==> src/design/pbmc_cfg.svh <==
// named offsets, bit positions, masks, reset values and timing
// assumes a 16-bit register word and a 5-bit register address
`ifndef PBMC_CFG_SVH
`define PBMC_CFG_SVH
// register offsets
`define PBMC_OFF_BASIC_CTRL   5'h00
`define PBMC_OFF_IRQ_STATUS   5'h11
`define PBMC_OFF_IRQ_MASK     5'h12
`define PBMC_OFF_LINK_STATUS  5'h13
`define PBMC_OFF_TENBASE      5'h1a
`define PBMC_OFF_SELFTEST     5'h1b
`define PBMC_OFF_ENERGY       5'h1d
// basic mode control bit positions
`define PBMC_BC_RESET    15
`define PBMC_BC_LOOP     14
`define PBMC_BC_SPEED    13
`define PBMC_BC_ANEN     12
`define PBMC_BC_PDOWN    11
`define PBMC_BC_ISOLATE  10
`define PBMC_BC_DUPLEX   8
// write masks and bit positions of the other registers
`define PBMC_TENBASE_WMASK   16'h0043
`define PBMC_TENBASE_POL     4
`define PBMC_TENBASE_FORCE   6
`define PBMC_SELFTEST_WMASK  16'h0037
`define PBMC_TALLY_LSB       8
`define PBMC_ENERGY_WMASK    16'hf8ff
`define PBMC_ENERGY_POWER_STATE    10
`define PBMC_ENERGY_ERROR_THRESHOLD_MET      9
`define PBMC_ENERGY_DATA_THRESHOLD_MET     8
// reset values of the configuration words
`define PBMC_TENBASE_RST     16'h0000
`define PBMC_SELFTEST_RST    16'h0000
`define PBMC_ENERGY_RST      16'h0000
// link status register bits
`define PBMC_LS_LINK         2
`define PBMC_LS_PERM         0
`define PBMC_LS_PERM_VAL     1'h1
// interrupt event bits
`define PBMC_IRQ_W           5
`define PBMC_IRQ_SWRST       0
`define PBMC_IRQ_SELFTEST    1
`define PBMC_IRQ_ERR_MET     2
`define PBMC_IRQ_DATA_MET    3
`define PBMC_IRQ_LINK_LOSS   4
// software reset duration, rounded up to whole clock cycles
`define PBMC_CLK_PERIOD_NS   10
`define PBMC_SWRST_TIME_NS   1000
`define PBMC_SWRST_CYCLES \
  ((`PBMC_SWRST_TIME_NS + `PBMC_CLK_PERIOD_NS - 1) / `PBMC_CLK_PERIOD_NS)
`endif

==> src/design/pbmc_pkg.sv <==
// types shared by the basic mode control block
// widths and state codes are fixed here; assumes pbmc_cfg.svh supplies the other numeric constants
package pbmc_pkg;
  typedef logic [4:0]  pbmc_addr_type;
  typedef logic [15:0] pbmc_word_type;
  typedef enum logic [1:0] {
    PBMC_IDLE = 2'b00,
    PBMC_RUN  = 2'b01,
    PBMC_DONE = 2'b11
  } pbmc_seq_state_type;
endpackage

==> src/design/pbmc_top.sv <==
// basic mode control register bank of a 10/100 transceiver
// assumes straps are pins, all other inputs are on ref_clk
`timescale 1ns/1ps
`include "pbmc_cfg.svh"
module pbmc_top (
  // clock and reset
  input  wire logic                   ref_clk,
  input  wire logic                   srst,
  // register port
  input  wire pbmc_pkg::pbmc_addr_type reg_addr,
  input  wire pbmc_pkg::pbmc_word_type reg_wdata,
  input  wire logic                   reg_wr,
  input  wire logic                   reg_rd,
  output pbmc_pkg::pbmc_word_type      reg_rdata,
  output logic                        irq,
  // strap pins
  input  wire logic                   strap_autoneg_en,
  input  wire logic                   strap_speed_100,
  input  wire logic                   strap_full_duplex,
  // status from the transceiver core
  input  wire logic                   an_speed_100,
  input  wire logic                   an_full_duplex,
  input  wire logic                   link_ok,
  input  wire logic                   polarity_inverted,
  input  wire logic                   selftest_error,
  input  wire logic                   energy_power_state,
  input  wire logic                   energy_error_met_in,
  input  wire logic                   energy_data_met_in,
  // mac-side data
  input  wire logic [3:0]             mac_txd,
  input  wire logic                   mac_tx_en,
  input  wire logic [3:0]             line_rxd,
  input  wire logic                   line_rx_dv,
  output logic [3:0]                  mac_rxd,
  output logic                        mac_rx_dv,
  // core controls
  output logic                        speed_100,
  output logic                        full_duplex,
  output logic                        autoneg_enable,
  output logic                        core_enable,
  output logic                        isolate,
  output logic                        loopback,
  output logic [2:0]                  tenbase_ctrl,
  output logic [4:0]                  selftest_ctrl,
  output logic [12:0]                 energy_ctrl
);
  import pbmc_pkg::*;

  // ****************************************************************
  // declarations
  // ****************************************************************
  localparam int SWRST_CYC  = `PBMC_SWRST_CYCLES;
  localparam int SWRST_LAST = SWRST_CYC + 2;
  logic                  strap_an_s1, strap_an_s2;
  logic                  strap_sp_s1, strap_sp_s2;
  logic                  strap_dx_s1, strap_dx_s2;
  logic                  loopback_ff, speed_sel_ff, autoneg_en_ff;
  logic                  power_down_ff, isolate_ff, duplex_sel_ff;
  pbmc_word_type         tenbase_ff, selftest_cfg_ff, energy_cfg_ff;
  logic [7:0]            tally_ff;
  logic [`PBMC_IRQ_W-1:0] irq_stat_ff, irq_mask_ff, nxt_irq_stat;
  logic [`PBMC_IRQ_W-1:0] irq_event;
  pbmc_word_type         reg_rdata_ff, nxt_rdata;
  logic                  irq_ff, speed_100_ff, full_duplex_ff;
  logic                  core_enable_ff, mac_rx_dv_ff;
  logic [3:0]            mac_rxd_ff;
  logic                  rst_busy, rst_done, rst_start;
  logic                  wr_basic, wr_irq_stat, wr_irq_mask;
  logic                  wr_tenbase, wr_selftest, wr_energy;
  logic                  rd_selftest, rd_energy, rd_link;
  logic [1:0]            met_live, met_q;
  logic                  link_q, link_q_d_ff;

  // address match, used by both write and read decode
  function automatic logic hit(input pbmc_addr_type a,
                               input pbmc_addr_type off);
    hit = (a == off);
  endfunction

  // ****************************************************************
  // strap synchronisers
  // ****************************************************************
  always_ff @(posedge ref_clk) begin
    strap_an_s1 <= strap_autoneg_en;
    strap_an_s2 <= strap_an_s1;
    strap_sp_s1 <= strap_speed_100;
    strap_sp_s2 <= strap_sp_s1;
    strap_dx_s1 <= strap_full_duplex;
    strap_dx_s2 <= strap_dx_s1;
  end

  // ****************************************************************
  // decode
  // ****************************************************************
  assign wr_basic    = reg_wr && hit(reg_addr, `PBMC_OFF_BASIC_CTRL);
  assign wr_irq_stat = reg_wr && hit(reg_addr, `PBMC_OFF_IRQ_STATUS);
  assign wr_irq_mask = reg_wr && hit(reg_addr, `PBMC_OFF_IRQ_MASK);
  assign wr_tenbase  = reg_wr && hit(reg_addr, `PBMC_OFF_TENBASE);
  assign wr_selftest = reg_wr && hit(reg_addr, `PBMC_OFF_SELFTEST);
  assign wr_energy   = reg_wr && hit(reg_addr, `PBMC_OFF_ENERGY);
  assign rd_selftest = reg_rd && hit(reg_addr, `PBMC_OFF_SELFTEST);
  assign rd_energy   = reg_rd && hit(reg_addr, `PBMC_OFF_ENERGY);
  assign rd_link     = reg_rd && hit(reg_addr, `PBMC_OFF_LINK_STATUS);
  // a one in bit 15 starts the reset unless one is running
  assign rst_start   = wr_basic && reg_wdata[`PBMC_BC_RESET]
                       && !rst_busy;

  // ****************************************************************
  // software reset sequencer
  // ****************************************************************
  pbmc_rst_seq #(
    .CYCLES (SWRST_CYC)
  ) u_rst_seq (
    .ref_clk (ref_clk),
    .srst    (srst),
    .start   (rst_start),
    .busy    (rst_busy),
    .done    (rst_done)
  );

  // ****************************************************************
  // basic mode control bits
  // ****************************************************************
  // power-on and software reset both take strap and default values
  always_ff @(posedge ref_clk) begin
    if (srst || rst_done) begin
      autoneg_en_ff <= strap_an_s2;
      speed_sel_ff  <= strap_sp_s2;
      duplex_sel_ff <= strap_dx_s2;
      loopback_ff   <= 1'b0;
      power_down_ff <= 1'b0;
      isolate_ff    <= 1'b0;
    end else if (wr_basic) begin
      loopback_ff   <= reg_wdata[`PBMC_BC_LOOP];
      speed_sel_ff  <= reg_wdata[`PBMC_BC_SPEED];
      autoneg_en_ff <= reg_wdata[`PBMC_BC_ANEN];
      power_down_ff <= reg_wdata[`PBMC_BC_PDOWN];
      isolate_ff    <= reg_wdata[`PBMC_BC_ISOLATE];
      duplex_sel_ff <= reg_wdata[`PBMC_BC_DUPLEX];
    end
  end

  // ****************************************************************
  // other configuration words, reserved and read-only bits masked
  // ****************************************************************
  always_ff @(posedge ref_clk) begin
    if (srst || rst_done) begin
      tenbase_ff      <= `PBMC_TENBASE_RST;
      selftest_cfg_ff <= `PBMC_SELFTEST_RST;
      energy_cfg_ff   <= `PBMC_ENERGY_RST;
    end else begin
      if (wr_tenbase) begin
        tenbase_ff <= reg_wdata & `PBMC_TENBASE_WMASK;
      end
      if (wr_selftest) begin
        selftest_cfg_ff <= reg_wdata & `PBMC_SELFTEST_WMASK;
      end
      if (wr_energy) begin
        energy_cfg_ff <= reg_wdata & `PBMC_ENERGY_WMASK;
      end
    end
  end

  // ****************************************************************
  // self-test error tally, saturating, cleared by its read
  // ****************************************************************
  // an error in the read cycle survives as a count of one
  always_ff @(posedge ref_clk) begin
    if (srst) begin
      tally_ff <= 8'h00;
    end else if (rd_selftest) begin
      tally_ff <= {7'h00, selftest_error};
    end else if (selftest_error && tally_ff != 8'hff) begin
      tally_ff <= tally_ff + 8'h01;
    end
  end

  // ****************************************************************
  // latched status bits
  // ****************************************************************
  assign met_live = {energy_error_met_in, energy_data_met_in};

  // both threshold flags latch high until the energy register is read
  genvar gi;
  generate
    for (gi = 0; gi < 2; gi++) begin : g_met
      pbmc_latch #(
        .ACTIVE (1'b1)
      ) u_met (
        .ref_clk    (ref_clk),
        .srst       (srst),
        .live       (met_live[gi]),
        .rd_release (rd_energy),
        .value_ff   (met_q[gi])
      );
    end
  endgenerate

  // link status latches low until the link status register is read
  pbmc_latch #(
    .ACTIVE (1'b0)
  ) u_link (
    .ref_clk    (ref_clk),
    .srst       (srst),
    .live       (link_ok),
    .rd_release (rd_link),
    .value_ff   (link_q)
  );

  // ****************************************************************
  // interrupt status and mask
  // ****************************************************************
  always_ff @(posedge ref_clk) begin
    if (srst) begin
      link_q_d_ff <= 1'b1;
    end else begin
      link_q_d_ff <= link_q;
    end
  end

  assign irq_event[`PBMC_IRQ_SWRST]     = rst_done;
  assign irq_event[`PBMC_IRQ_SELFTEST]  = selftest_error;
  assign irq_event[`PBMC_IRQ_ERR_MET]   = energy_error_met_in;
  assign irq_event[`PBMC_IRQ_DATA_MET]  = energy_data_met_in;
  assign irq_event[`PBMC_IRQ_LINK_LOSS] = link_q_d_ff && !link_q;

  // write one clears, a new event in the same cycle wins
  always_comb begin
    nxt_irq_stat = irq_stat_ff;
    if (wr_irq_stat) begin
      nxt_irq_stat = irq_stat_ff & ~reg_wdata[`PBMC_IRQ_W-1:0];
    end
    nxt_irq_stat = nxt_irq_stat | irq_event;
  end

  always_ff @(posedge ref_clk) begin
    if (srst) begin
      irq_stat_ff <= '0;
      irq_mask_ff <= '0;
      irq_ff      <= 1'b0;
    end else begin
      irq_stat_ff <= nxt_irq_stat;
      irq_ff      <= |(nxt_irq_stat & irq_mask_ff);
      if (wr_irq_mask) begin
        irq_mask_ff <= reg_wdata[`PBMC_IRQ_W-1:0];
      end
    end
  end

  // ****************************************************************
  // read data, valid only in the cycle after the read strobe
  // ****************************************************************
  always_comb begin
    nxt_rdata = 16'h0000;
    if (reg_rd) begin
      unique case (reg_addr)
        `PBMC_OFF_BASIC_CTRL: begin
          nxt_rdata[`PBMC_BC_RESET]   = rst_busy;
          nxt_rdata[`PBMC_BC_LOOP]    = loopback_ff;
          nxt_rdata[`PBMC_BC_SPEED]   = speed_sel_ff;
          nxt_rdata[`PBMC_BC_ANEN]    = autoneg_en_ff;
          nxt_rdata[`PBMC_BC_PDOWN]   = power_down_ff;
          nxt_rdata[`PBMC_BC_ISOLATE] = isolate_ff;
          nxt_rdata[`PBMC_BC_DUPLEX]  = duplex_sel_ff;
        end
        `PBMC_OFF_TENBASE: begin
          nxt_rdata = tenbase_ff;
          nxt_rdata[`PBMC_TENBASE_POL] = polarity_inverted;
        end
        `PBMC_OFF_SELFTEST: begin
          nxt_rdata = selftest_cfg_ff;
          nxt_rdata[`PBMC_TALLY_LSB +: 8] = tally_ff;
        end
        `PBMC_OFF_ENERGY: begin
          nxt_rdata = energy_cfg_ff;
          nxt_rdata[`PBMC_ENERGY_POWER_STATE] = energy_power_state;
          nxt_rdata[`PBMC_ENERGY_ERROR_THRESHOLD_MET]   = met_q[1];
          nxt_rdata[`PBMC_ENERGY_DATA_THRESHOLD_MET]  = met_q[0];
        end
        `PBMC_OFF_LINK_STATUS: begin
          nxt_rdata[`PBMC_LS_LINK] = link_q;
          nxt_rdata[`PBMC_LS_PERM] = `PBMC_LS_PERM_VAL;
        end
        `PBMC_OFF_IRQ_STATUS: begin
          nxt_rdata[`PBMC_IRQ_W-1:0] = irq_stat_ff;
        end
        `PBMC_OFF_IRQ_MASK: begin
          nxt_rdata[`PBMC_IRQ_W-1:0] = irq_mask_ff;
        end
        default: begin
          nxt_rdata = 16'h0000;
        end
      endcase
    end
  end

  always_ff @(posedge ref_clk) begin
    if (srst) begin
      reg_rdata_ff <= 16'h0000;
    end else begin
      reg_rdata_ff <= nxt_rdata;
    end
  end

  // ****************************************************************
  // operating mode and data path
  // ****************************************************************
  // forced speed and duplex apply only with auto-negotiation off
  always_ff @(posedge ref_clk) begin
    if (srst) begin
      speed_100_ff   <= 1'b0;
      full_duplex_ff <= 1'b0;
      core_enable_ff <= 1'b0;
    end else begin
      speed_100_ff   <= autoneg_en_ff ? an_speed_100
                                      : speed_sel_ff;
      full_duplex_ff <= autoneg_en_ff ? an_full_duplex
                                      : duplex_sel_ff;
      core_enable_ff <= !power_down_ff;
    end
  end

  // isolation and power down silence the mac side; loopback feeds it
  always_ff @(posedge ref_clk) begin
    if (srst || isolate_ff || power_down_ff) begin
      mac_rxd_ff   <= 4'h0;
      mac_rx_dv_ff <= 1'b0;
    end else if (loopback_ff) begin
      mac_rxd_ff   <= mac_txd;
      mac_rx_dv_ff <= mac_tx_en;
    end else begin
      mac_rxd_ff   <= line_rxd;
      mac_rx_dv_ff <= line_rx_dv;
    end
  end

  // outputs straight from flip-flops
  assign reg_rdata      = reg_rdata_ff;
  assign irq            = irq_ff;
  assign speed_100      = speed_100_ff;
  assign full_duplex    = full_duplex_ff;
  assign autoneg_enable = autoneg_en_ff;
  assign core_enable    = core_enable_ff;
  assign isolate        = isolate_ff;
  assign loopback       = loopback_ff;
  assign mac_rxd        = mac_rxd_ff;
  assign mac_rx_dv      = mac_rx_dv_ff;
  // force link sits apart from heartbeat and jabber controls
  assign tenbase_ctrl   = {tenbase_ff[`PBMC_TENBASE_FORCE],
                           tenbase_ff[1:0]};
  assign selftest_ctrl  = selftest_cfg_ff[4:0];
  assign energy_ctrl    = {energy_cfg_ff[15:11], energy_cfg_ff[7:0]};
endmodule

==> src/design/pbmc_latch.sv <==
// one latched status bit, latched high or latched low
// assumes live status and read pulse come from the ref_clk domain
`timescale 1ns/1ps
module pbmc_latch #(
  parameter bit ACTIVE = 1'b1
) (
  // clock and reset
  input  wire logic ref_clk,
  input  wire logic srst,
  // live condition and read release
  input  wire logic live,
  input  wire logic rd_release,
  // latched value
  output logic      value_ff
);
  // ****************************************************************
  // latch: the event level sticks until read, then follows live
  // ****************************************************************
  always_ff @(posedge ref_clk) begin
    if (srst) begin
      value_ff <= ~ACTIVE;
    end else if ((live == ACTIVE) || (!rd_release && value_ff == ACTIVE))
    begin
      value_ff <= ACTIVE;
    end else begin
      value_ff <= ~ACTIVE;
    end
  end
endmodule

==> src/design/pbmc_rst_seq.sv <==
// software reset sequencer: busy for a set count, then one done cycle
// assumes a one-cycle start pulse from the register logic
`timescale 1ns/1ps
`include "pbmc_cfg.svh"
module pbmc_rst_seq #(
  parameter int CYCLES = `PBMC_SWRST_CYCLES
) (
  // clock and reset
  input  wire logic ref_clk,
  input  wire logic srst,
  // control
  input  wire logic start,
  output logic      busy,
  output logic      done
);
  import pbmc_pkg::*;
  pbmc_seq_state_type state_ff;
  logic [15:0]        cnt_ff;

  // ****************************************************************
  // state and count
  // ****************************************************************
  always_ff @(posedge ref_clk) begin
    if (srst) begin
      state_ff <= PBMC_IDLE;
      cnt_ff   <= 16'h0000;
    end else begin
      unique case (state_ff)
        PBMC_IDLE: begin
          cnt_ff <= 16'h0000;
          if (start) begin
            state_ff <= PBMC_RUN;
          end
        end
        PBMC_RUN: begin
          cnt_ff <= cnt_ff + 16'h0001;
          if (cnt_ff == 16'(CYCLES - 1)) begin
            state_ff <= PBMC_DONE;
          end
        end
        PBMC_DONE: begin
          state_ff <= PBMC_IDLE;
        end
        default: begin
          state_ff <= PBMC_IDLE;
        end
      endcase
    end
  end

  // status decode
  assign busy = (state_ff != PBMC_IDLE);
  assign done = (state_ff == PBMC_DONE);
endmodule

==> config.mk <==
export PLATFORM = sky130hd
export DESIGN_NAME = pbmc_top
export DESIGN_NICKNAME = d
export VERILOG_FILES = /design/src/design/pbmc_pkg.sv /design/src/design/pbmc_top.sv /design/src/design/pbmc_latch.sv /design/src/design/pbmc_rst_seq.sv
export VERILOG_INCLUDE_DIRS = /design/src /design/src/design
export SDC_FILE = /design/constraint.sdc
export NUM_CORES = 1
export LEC_CHECK = 0
export BUFFER_PORTS_ARGS = -buffer_cell sky130_fd_sc_hd__buf_2
export CORE_UTILIZATION = 38
export CTS_BUF_LIST = sky130_fd_sc_hd__clkbuf_16
export DETAILED_ROUTE_END_ITERATION = 10
export PLACE_DENSITY = 0.61
export SYNTH_ARGS = -nofsm -noshare
export SYNTH_HDL_FRONTEND = slang
export SYNTH_SLANG_ARGS = --single-unit
==> constraint.sdc <==
create_clock -name ref_clk -period 2.2 [get_ports ref_clk]
set_clock_uncertainty 0.1 [all_clocks]
set_input_delay 0.22 -clock ref_clk [delete_from_list [all_inputs] [get_ports ref_clk]]
set_output_delay 0.22 -clock ref_clk [all_outputs]
set_load 0.005 [all_outputs]
* Word-level counts from Yosys, hierarchy flattened
Index checks and enable logic that the tools add are counted.
Word-level totals: output and inout bits 49, input port bits 46, word-level logic and storage cells 118, flip-flop bits (word level) 98
Operators by class: equal/unequal tests 12, bitwise operators 7, add/subtract/negate cells 2, reduce and logical (&&, ||, !) cells 37, multiplexer cells 28
Operator list (number):
- case mux 16 bit (2 select lines) | 1
- == test 5 bit (second input constant) | 6
- case mux 6 bit (3 select lines) | 1
- adder 16 x 1 -> 16 bit (second input constant) | 1
- == test 16 x 7 -> 1 bit (second input constant) | 1
- logical AND 1 bit | 16
- 2-to-1 mux 1 bit | 14
- AND 5 bit | 2
- case mux 1 bit (5 select lines) | 2
- case mux 2 bit (5 select lines) | 1
- case mux 3 bit (3 select lines) | 1
- adder 8 x 1 -> 8 bit (second input constant) | 1
- != test 8 bit (second input constant) | 1
- nonzero test 2 bit | 4
- logical OR 1 bit | 6
- case mux 1 bit (6 select lines) | 1
- zero test 1 bit | 5
- zero test 5 bit | 1
- 2-to-1 mux 5 bit | 1
- NOT 5 bit | 1
- OR 5 bit | 1
- OR reduction 5 bit | 1
- 2-to-1 mux 2 bit | 2
- 2-to-1 mux 4 bit | 1
- other kinds (11) | 14

* Longest topological paths before layout
Gate-level depths: netlist of run 1.
depth after elaboration 6, mapped depth 7, depth with buffers taken out 5

* By module
A second synthesis of run 1 with hierarchy kept.
Second synthesis, totals: cells, all modules 446, area, all modules 4107.7 um^2
Modules (own cells, without submodules):
- pbmc_top | cells each 335, area each 3113.0 um^2, times used 1
- pbmc_rst_seq | cells each 100, area each 885.8 um^2, times used 1
- pbmc_latch at g_met[0].u_met ... | cells each 4, area each 38.8 um^2, times used 2
- pbmc_latch at u_link | cells each 3, area each 31.3 um^2, times used 1

* Least setup slack after synthesis of run 1
No wires, ideal clock.
path kind input-to-reg, start input port reg_addr[3], end register autoneg_en_ff (netlist: autoneg_enable) (enable), setup time 0.304 ns, slack 0.541 ns, data required time 1.796 ns, arrival 1.255 ns, path buffers 1, stages 4, path through buf_2 > or4_4 > nand3b_1 > nand2b_1
Between the ends: longest elaborated chain between the ends 3
Ends and longest elaborated chain:
- start: declaration | line pbmc_top.sv:10 | input wire pbmc_pkg::pbmc_addr_type reg_addr,
- zero test 5 bit | line pbmc_top.sv:77 | hit = (a == off);
- logical AND 1 bit | line pbmc_top.sv:95 | assign wr_basic = reg_wr && hit(reg_addr, `PBMC_OFF_BASIC_CTRL);
- nonzero test 2 bit (no line)
- end signal: assignment | line pbmc_top.sv:127 | autoneg_en_ff <= strap_an_s2;
- end signal: assignment | line pbmc_top.sv:136 | autoneg_en_ff <= reg_wdata[`PBMC_BC_ANEN];
- end: declaration | line pbmc_top.sv:57 | logic loopback_ff, speed_sel_ff, autoneg_en_ff;
Every way passes these cells. A chain may end at the register's enable or synchronous reset.

* Worst setup path after layout of run 1
start register u_rst_seq.state_ff[1], end register u_rst_seq.cnt_ff[15]
Between the ends: longest elaborated chain between the ends 2, elaborated cells between the ends (all ways) 4, those cells by class 1 x eq/ne; 1 x mux; 2 x reduce/logical
Ends and longest elaborated chain:
- start: declaration | line pbmc_rst_seq.sv:17 | pbmc_seq_state_type state_ff;
- start signal: assignment | line pbmc_rst_seq.sv:25 | state_ff <= PBMC_IDLE;
- start signal: assignment | line pbmc_rst_seq.sv:32 | state_ff <= PBMC_RUN;
- start signal: assignment | line pbmc_rst_seq.sv:38 | state_ff <= PBMC_DONE;
- == test 2 x 1 -> 1 bit / zero test 2 bit (equally long branches) | line pbmc_rst_seq.sv:28 | unique case (state_ff)
- case mux 16 bit (2 select lines) / nonzero test 2 bit (equally long branches)
- end signal: assignment | line pbmc_rst_seq.sv:36 | cnt_ff <= cnt_ff + 16'h0001;
- end: declaration | line pbmc_rst_seq.sv:18 | logic [15:0] cnt_ff;
Several ways; a longest one is shown, not always the timed one.

==> impl_metrics.toml, run 1 <==
[timing]
hold_slack_ns = 0.0135
hold_viol_final = 0
max_freq_mhz = 543
slew_headroom = 0.460
fin_crit_sh = 0.838
setup_viol = 0
rsz0062_at_grt = "false"
slew_violations = 0
period_needed_ns = 1.84
postLayoutSetupSlackWorst_ns = 0.357
tightest_slew_ns = 0.810
tns_ns = 0

[setup_path]
path_cells = "nand3b_4 > or3_4 > or4_1 > a21oi_1"
path_max_fanout = 12
max_stage_delay_ns = 0.45
crit_path_top_delay_cell = "dfxtp_1"
crit_path_end_kind = "register"
critPathKind = "register to register"
start_kind = "register"
required_ns = 2.37
crit_arrival_ns = 2.02

[die]
start_util = 0.392
die_x_um = 105
ios = 95
placementRows = 37
die_area_um2 = 11100
die_h_um = 105
fp.coreArea_um2 = 10300

[drt]
totalWireLength_um = 10200
drt_first_pass_iters = 6
wire_per_inst_um = 15.7
antenna_left = 0
vias = 3404
via_per_inst = 5.22
drt_iter0_markers = 259
drcViolationCount = 0

[place]
dp_hpwl_um = 7410
place_worst_setup_slack_ns = 0.218
portBuffers = 92
placed_cell_area_um2 = 4600
place_congestion = 0.861

[cts]
clk_path_buf_depth = 2
cts_max_level = 3
cts_inserted_buffers = 9
clk_latency_ns = 0.34
ctsResizeCount = 0
cts.reportedPaths.clkPinSlew_ns = 0.07
cts_root_buf = "clkbuf_16"
cts_sinks = 98
cts_tree = "built"

[power]
p_leak_nw = 2.18
power_mw = 3.61
peakVddDrop_mv = 0.365
power.density_nw_per_um2 = 732

[yosys]
synth_top_cell_area_share = 0.470
syn_area_um2 = 4040
synth_edf_count = 3
synth-seq-area-share = 0.493
ys_top_cells_by_count = "95 x dfxtp_1, 68 x nor2_1, 32 x mux2i_1, 21 x nand3_1, 20 x a21oi_1"
syn_nets = 469
yosysWarnings = 0
avgSynthCellArea_um2 = 9.60
yosysMostFrequentCell = "dfxtp_1"
ys_ff_latch = 98
synth_area_leaders = "dfxtp_1 47%, mux2i_1 7.9%, nor2_1 6.3%, nand3_1 2.6%, a21oi_1 2.5%"
synth_cell_types = 60
synthFlopType = "dfxtp_1"
ys_async_sr_fraction = 0
synthCells = 421
yosysTopAreaCell = "dfxtp_1"

[cells_and_area]
num_antenna_cells = 0
final_layout_size_suffix_gt1_frac = 0.256
syn2layout_area_growth_pct = 22.1
fill_cells = 991
fin_area_um2 = 4940
finalNetCount = 559

[run_status]
status = "finished, final reports clean"

[global_routing]
globalRouteTotalUtil = 0.188
grt_pass1_wl_um = 16200
grt_pass1_vias = 3248
globalRouteOverflowTotal = 0
antenna_found_initial = 0
grt_start_max_net_pins = 23

[min_path]
hp-class = "input port to register"

[job]
maxCapViolCount = 0
-- power breakdown --
part | total, mW | switching [mW] | internal (mW)
clock network | 1.56 | 0.677 | 0.882
logic | 0.211 | 0.118 | 0.0938
registers | 1.84 | 0.0211 | 1.82
-- cells in the final DEF, fill, tap and decap left out, drive strengths merged, types with 8 or more instances in the layout --
cell type | netlist | routed
or3 | 9 | 9
inv | 11 | 15
a31oi | 9 | 9
clkbuf | 9 | 9
xor2 | 8 | 8
a222oi | 8 | 8
o21ai | 11 | 11
a21oi | 20 | 20
a22oi | 9 | 9
nor2 | 69 | 69
buf | 16 | 100
mux2i | 32 | 32
dfxtp | 95 | 95
nand3 | 22 | 22
nand2 | 14 | 14
-- through the flow --
stage	cells	util
after floorplan	421	-
after global placement	632	0.446
after detailed placement	632	0.446
after CTS	652	0.478
after global routing	652	0.478
final	652	0.478
-- flip-flops by register name (all words and copies together) (netlist names), 4 cells and up --
register / count
reg_rdata: 16
u_rst_seq.cnt_ff: 16
energy_cfg_ff: 13
tally_ff: 8
irq_mask_ff: 5
irq_stat_ff: 5
selftest_cfg_ff: 5
mac_rxd: 4
-- cell type report --
class	instances	area, um^2	area share
clock buffers	9	225	0.0456
clock inverters	7	70.1	0.0142
inverters	11	41.3	0.00837
multi-input cells	287	1880	0.380
flip-flops and latches	98	1990	0.404
well taps	136	170	0.0345
repair buffers	104	561	0.114
-- worst paths after layout --
| path | start | end | slack (ns) | cells after the start |
|---|---|---|---|---|
| setup reg to reg | u_rst_seq.state_ff[1]$_SDFFE_PP0P_ | u_rst_seq.cnt_ff[15]$_SDFFE_PP0P_ | 0.36 | 4 |
| setup / recovery | u_rst_seq.state_ff[1]$_SDFFE_PP0P_ | u_rst_seq.cnt_ff[15]$_SDFFE_PP0P_ | 0.36 | 4 |
| hold / removal | line_rxd[1] | mac_rxd[1]$_SDFF_PP0_ | 0.01 | 3 |
| hold reg to reg | strap_dx_s1$_DFF_P_ | strap_dx_s2$_DFF_P_ | 0.23 | 0 |
-- worst max-delay path: cells and delay by family, from the launching register on --
family / cells / cell delay [ns]
compound gates: 1 / 0.17
flops: 1 / 0.45
simple gates: 3 / 1.06
-- cell families after synthesis --
logic type	after synthesis	synth area share
buf+inv	36	0.0430
fa+ha+maj	2	0.00619
compound gates	76	0.133
simple gates	157	0.201
flops	98	0.493
xor+xnor	15	0.0325
mux	36	0.0904
other cells	1	0.000928
-- layer usage --
layer / wire length, um / global-route usage
met5: 0 / 0
met1: 4600 / 0.233
met3: 536 / 0.0430
met4: 157 / 0.0744
met2: 4940 / 0.314
-- repair_timing --
item                      4_1_cts  5_1_grt
buffers inserted                0        0
hold buffers                    4        0
hold endpoints to repair        4        0
(Power assumes the default switching activity.)
==> run 2, diff against run 1 <==
PLACE_DENSITY = 0.63   (was 0.61)
clock period = 1.55 ns   (was 2.2 ns; I/O delays follow)
==> impl_metrics.toml, run 2 (synthesis gave the netlist of run 1 again) <==
[timing]
postLayoutSetupSlackWorst_ns = -0.0544
hold_slack_ns = -0.00320
rsz0062_at_grt = "true"
slew_violations = 0
fin_crit_sh = 1.04
tns_ns = -0.0544
hold_viol_final = 1
setup_viol = 1
max_freq_mhz = 623
period_needed_ns = 1.60

[run_status]
violations = "negative hold slack, negative setup slack"
status = "finished, violations left"

[setup_path]
start_kind = "register"
critPathKind = "register to register"
crit_arrival_ns = 1.78
required_ns = 1.72
crit_path_end_kind = "register"
path_max_fanout = 4

[cells_and_area]
stdcell_count = 731
fin_util = 0.550
final_common_cell = "buf_2"
fill_cells = 920
multi_input_area_um2 = 1920
finalNetCount = 638
final_layout_size_suffix_gt1_frac = 0.348
final_cell_mix = "92 x buf_2, 83 x dfxtp_1, 68 x nor2_1"
syn2layout_area_growth_pct = 40.3
register_area_um2 = 2010
num_antenna_cells = 0

[global_routing]
antenna_found_initial = 0
globalRouteTotalUtil = 0.206
grt_pass1_wl_um = 17800
globalRouteOverflowTotal = 0
grt_start_max_net_pins = 23
grt_pass1_vias = 3584

[power]
swShare = 0.241
p_leak_nw = 2.57
power.density_nw_per_um2 = 911
p_comb_frac = 0.079
p_switching_mw = 1.25
power_frac_clock = 0.415
power.internal_mw = 3.92
seqPwrFrac = 0.506
power_mw = 5.17
peakVddDrop_mv = 0.718

[drt]
drt_first_pass_iters = 5
drt_iter0_markers = 306
via_per_inst = 5.07
wire_per_inst_um = 15.4
totalWireLength_um = 11200
antenna_left = 0
vias = 3703
drcViolationCount = 0

[cts]
cts_max_level = 3
cts_inserted_buffers = 9
clk_latency_ns = 0.34
cts.reportedPaths.clkPinSlew_ns = 0.07
cts_root_buf = "clkbuf_16"
cts_sinks = 98
cts_tree = "built"
clk_path_buf_depth = 2

[place]
portBuffers = 92
dp_hpwl_um = 8020
place_worst_setup_slack_ns = -0.0981
place_congestion = 0.850
dp.cells = 684

[die]
ios = 95
placementRows = 37
fp.coreArea_um2 = 10300
die_area_um2 = 11100
start_util = 0.392
die_h_um = 105
die_x_um = 105

[min_path]
hp-class = "input port to register"

[job]
maxCapViolCount = 0
==> run 2: metrics by stage <==
step	hold WS, ns	instance area, um^2
2_1_floorplan	0.0827	4050
3_3_place_gp	0.158	5020
3_5_place_dp	0.159	5020
4_1_cts	0.00175	5610
5_1_grt	0.0199	5670
6_report	-0.00320	5670
==> run 2: layout make-up <==
cell class | count | share of cell area
clock buffer | 9 | 0.0397
clock inverter | 7 | 0.0115
inverter | 11 | 0.00728
multi-input combinational | 287 | 0.339
sequential | 98 | 0.354
tap | 136 | 0.0300
timing repair buffer | 183 | 0.219
==> run 2: what timing repair did <==
action | in CTS | in global routing
cloned | 0 | 0
pin swaps | 2 | 2
buffers inserted | 0 | 2
hold endpoints to repair | 31 | 0
resized for setup | 6 | 17
endpoints found under the setup margin | 1 | 11
hold buffers | 29 | 0
==> run 2: power by group through the flow <==
stage / clock network [mW] / registers [mW] / logic, mW
after floorplan: 0 / 2.67 / 0.158
after CTS: 2.18 / 2.61 / 0.402
final: 2.14 / 2.62 / 0.408
after global placement: 0 / 2.67 / 0.339
after global routing: 2.29 / 2.62 / 0.445
after detailed placement: 0 / 2.67 / 0.344
==> run 2: path summary, 6_finish.rpt <==
| check | start | depth (start not counted) | to | slack (ns) |
|---|---|---|---|---|
| worst min register to register | strap_sp_s1$_DFF_P_ | 0 | strap_sp_s2$_DFF_P_ | 0.23 |
| worst max register to register | u_rst_seq.cnt_ff[2]$_SDFFE_PP0P_ | 4 | u_rst_seq.cnt_ff[15]$_SDFFE_PP0P_ | -0.05 |
| worst min-delay path | reg_wdata[2] | 3 | energy_cfg_ff[2]$_SDFFE_PN0P_ | -0.003 |
| worst max-delay path | u_rst_seq.cnt_ff[2]$_SDFFE_PP0P_ | 4 | u_rst_seq.cnt_ff[15]$_SDFFE_PP0P_ | -0.05 |
==> run 2: metal layers <==
layer | GRT usage | part of all wire
met1 | 0.263 | 0.45
met2 | 0.356 | 0.50
met3 | 0.0399 | 0.042
met4 | 0.0493 | 0.010
met5 | 0 | 0
==> run 2: critical path: stages, from the launching register on <==
cell and delay (ns):
dfxtp_2 0.34, nand3_2 0.10, or3_4 0.42, or4_4 0.44
a21oi_2 0.15
==> run 3, diff against run 2 <==
CELL_PAD_IN_SITES_DETAIL_PLACEMENT = 1   (was not set)
CELL_PAD_IN_SITES_GLOBAL_PLACEMENT = 2   (was not set)
CORE_UTILIZATION = 29   (was 38)
PLACE_DENSITY = 0.76   (was 0.63)
==> impl_metrics.toml, run 3 (synthesis gave the netlist of run 1 again) <==
[cells_and_area]
num_antenna_cells = 0
final_common_cell = "buf_2"
fin_util = 0.425
syn2layout_area_growth_pct = 41.0
fill_cells = 1563
final_cell_mix = "92 x buf_2, 82 x dfxtp_1, 68 x nor2_1"
final_layout_size_suffix_gt1_frac = 0.343
finalNetCount = 634

[cts]
cts_max_level = 3
cts_root_buf = "clkbuf_16"
cts.reportedPaths.clkPinSlew_ns = 0.07
cts_tree = "built"
clk_latency_ns = 0.35
cts_sinks = 98
cts_inserted_buffers = 9
clk_path_buf_depth = 2

[place]
place_worst_setup_slack_ns = -0.169
place_congestion = 0.802
portBuffers = 92
dp_hpwl_um = 9520

[setup_path]
critPathKind = "register to register"
r2r_setup_slack_ns = -0.03
crit_arrival_ns = 1.76
path_max_fanout = 4
crit_path_end_kind = "register"
path_cells = "nand3_2 > or3_4 > or4_4 > a21oi_2"
max_stage_delay_ns = 0.43
start_kind = "register"
crit_path_top_delay_cell = "or4_4"
required_ns = 1.73

[timing]
setup_viol = 1
slew_violations = 0
tightest_slew_ns = 0.534
fin_crit_sh = 1.02
postLayoutSetupSlackWorst_ns = -0.0288
max_freq_mhz = 633
hold_viol_final = 0
period_needed_ns = 1.58
rsz0062_at_grt = "true"
slew_headroom = 0.644

[min_path]
hp-class = "input port to register"

[die]
fp.coreArea_um2 = 13400
die_x_um = 120
placementRows = 42
start_util = 0.302
die_h_um = 120
ios = 95
die_area_um2 = 14400

[global_routing]
antenna_found_initial = 0
globalRouteTotalUtil = 0.186
globalRouteOverflowTotal = 0
grt_start_max_net_pins = 20
grt_pass1_wl_um = 20600
grt_pass1_vias = 4040

[drt]
drt_first_pass_iters = 5
via_per_inst = 4.91
wire_per_inst_um = 16.8
vias = 3769
drcViolationCount = 0
drt_iter0_markers = 191
totalWireLength_um = 12900
antenna_left = 0

[run_status]
violations = "negative setup slack"
status = "finished, violations left"

[job]
maxCapViolCount = 0

[power]
peakVddDrop_mv = 0.730
power.density_nw_per_um2 = 951
p_leak_nw = 2.56
==> run 3: cell types whose count changed in the layout (fill, tap and decap cells not counted), moves of 2 or more <==
cell,before,now
buf_4,60,58
o21ai_1,3,1
o21ai_0,8,10
bufinv_16,0,2
==> run 3: critical path, delay by kind of cell (launching register included) <==
family	cells	cell delay, ns
and+or+nand+nor	3	0.94
DFF	1	0.34
AOI/OAI and AO/OA	1	0.14
==> run 3: final timing paths <==
path / cells past startpoint / from / end
setup / recovery: 4 / u_rst_seq.cnt_ff[3]$_SDFFE_PP0P_ / u_rst_seq.cnt_ff[15]$_SDFFE_PP0P_
hold / removal: 3 / reg_wdata[3] / energy_cfg_ff[3]$_SDFFE_PN0P_
setup reg to reg: 4 / u_rst_seq.cnt_ff[3]$_SDFFE_PP0P_ / u_rst_seq.cnt_ff[15]$_SDFFE_PP0P_
hold reg to reg: 0 / strap_sp_s1$_DFF_P_ / strap_sp_s2$_DFF_P_
==> run 3: timing repair <==
item                                    in CTS  in global routing
pin swaps                                    0                  3
endpoints found under the setup margin       5                 12
endpoints found under the hold margin       29                  0
setup buffers                                0                  3
hold buffers                                28                  0
resized for setup                            6                 14
==> run 3: layout make-up <==
cell class / instances / area, um^2 / area share
multi-input combinational: 287 / 1920 / 0.336
timing repair buffer: 179 / 1200 / 0.210
sequential: 98 / 2010 / 0.352
clock buffer: 9 / 225 / 0.0395
inverter: 11 / 41.3 / 0.00724
tap: 176 / 220 / 0.0386
clock inverter: 7 / 93.8 / 0.0165
==> run 3: metal layers <==
layer | vias to the layer above | track usage | part of all wire
met5 | - | 0 | 0
met3 | 14 | 0.0466 | 0.039
met4 | 0 | 0.0422 | 0.013
li1 | 1830 | - | -
met2 | 93 | 0.340 | 0.52
met1 | 1832 | 0.216 | 0.43
==> run 3: power by group <==
group | switching [mW] | internal [mW]
clock | 0.989 | 1.41
combinational | 0.192 | 0.209
sequential | 0.0337 | 2.59
total | 1.22 | 4.21
==> run 3: through the flow <==
stage	hold slack (ns)	std cells	area (um^2)	setup TNS [ns]	power (mW)
floorplan	0.0827	421	4050	-0.0381	2.83
global placement	0.157	720	5020	-2.69	3.01
detailed placement	0.161	720	5020	-3.75	3.02
CTS	0.000371	764	5640	-0.0377	5.47
global route	0.00386	767	5700	-0.162	5.64
finish	0.00130	767	5700	-0.0288	5.43
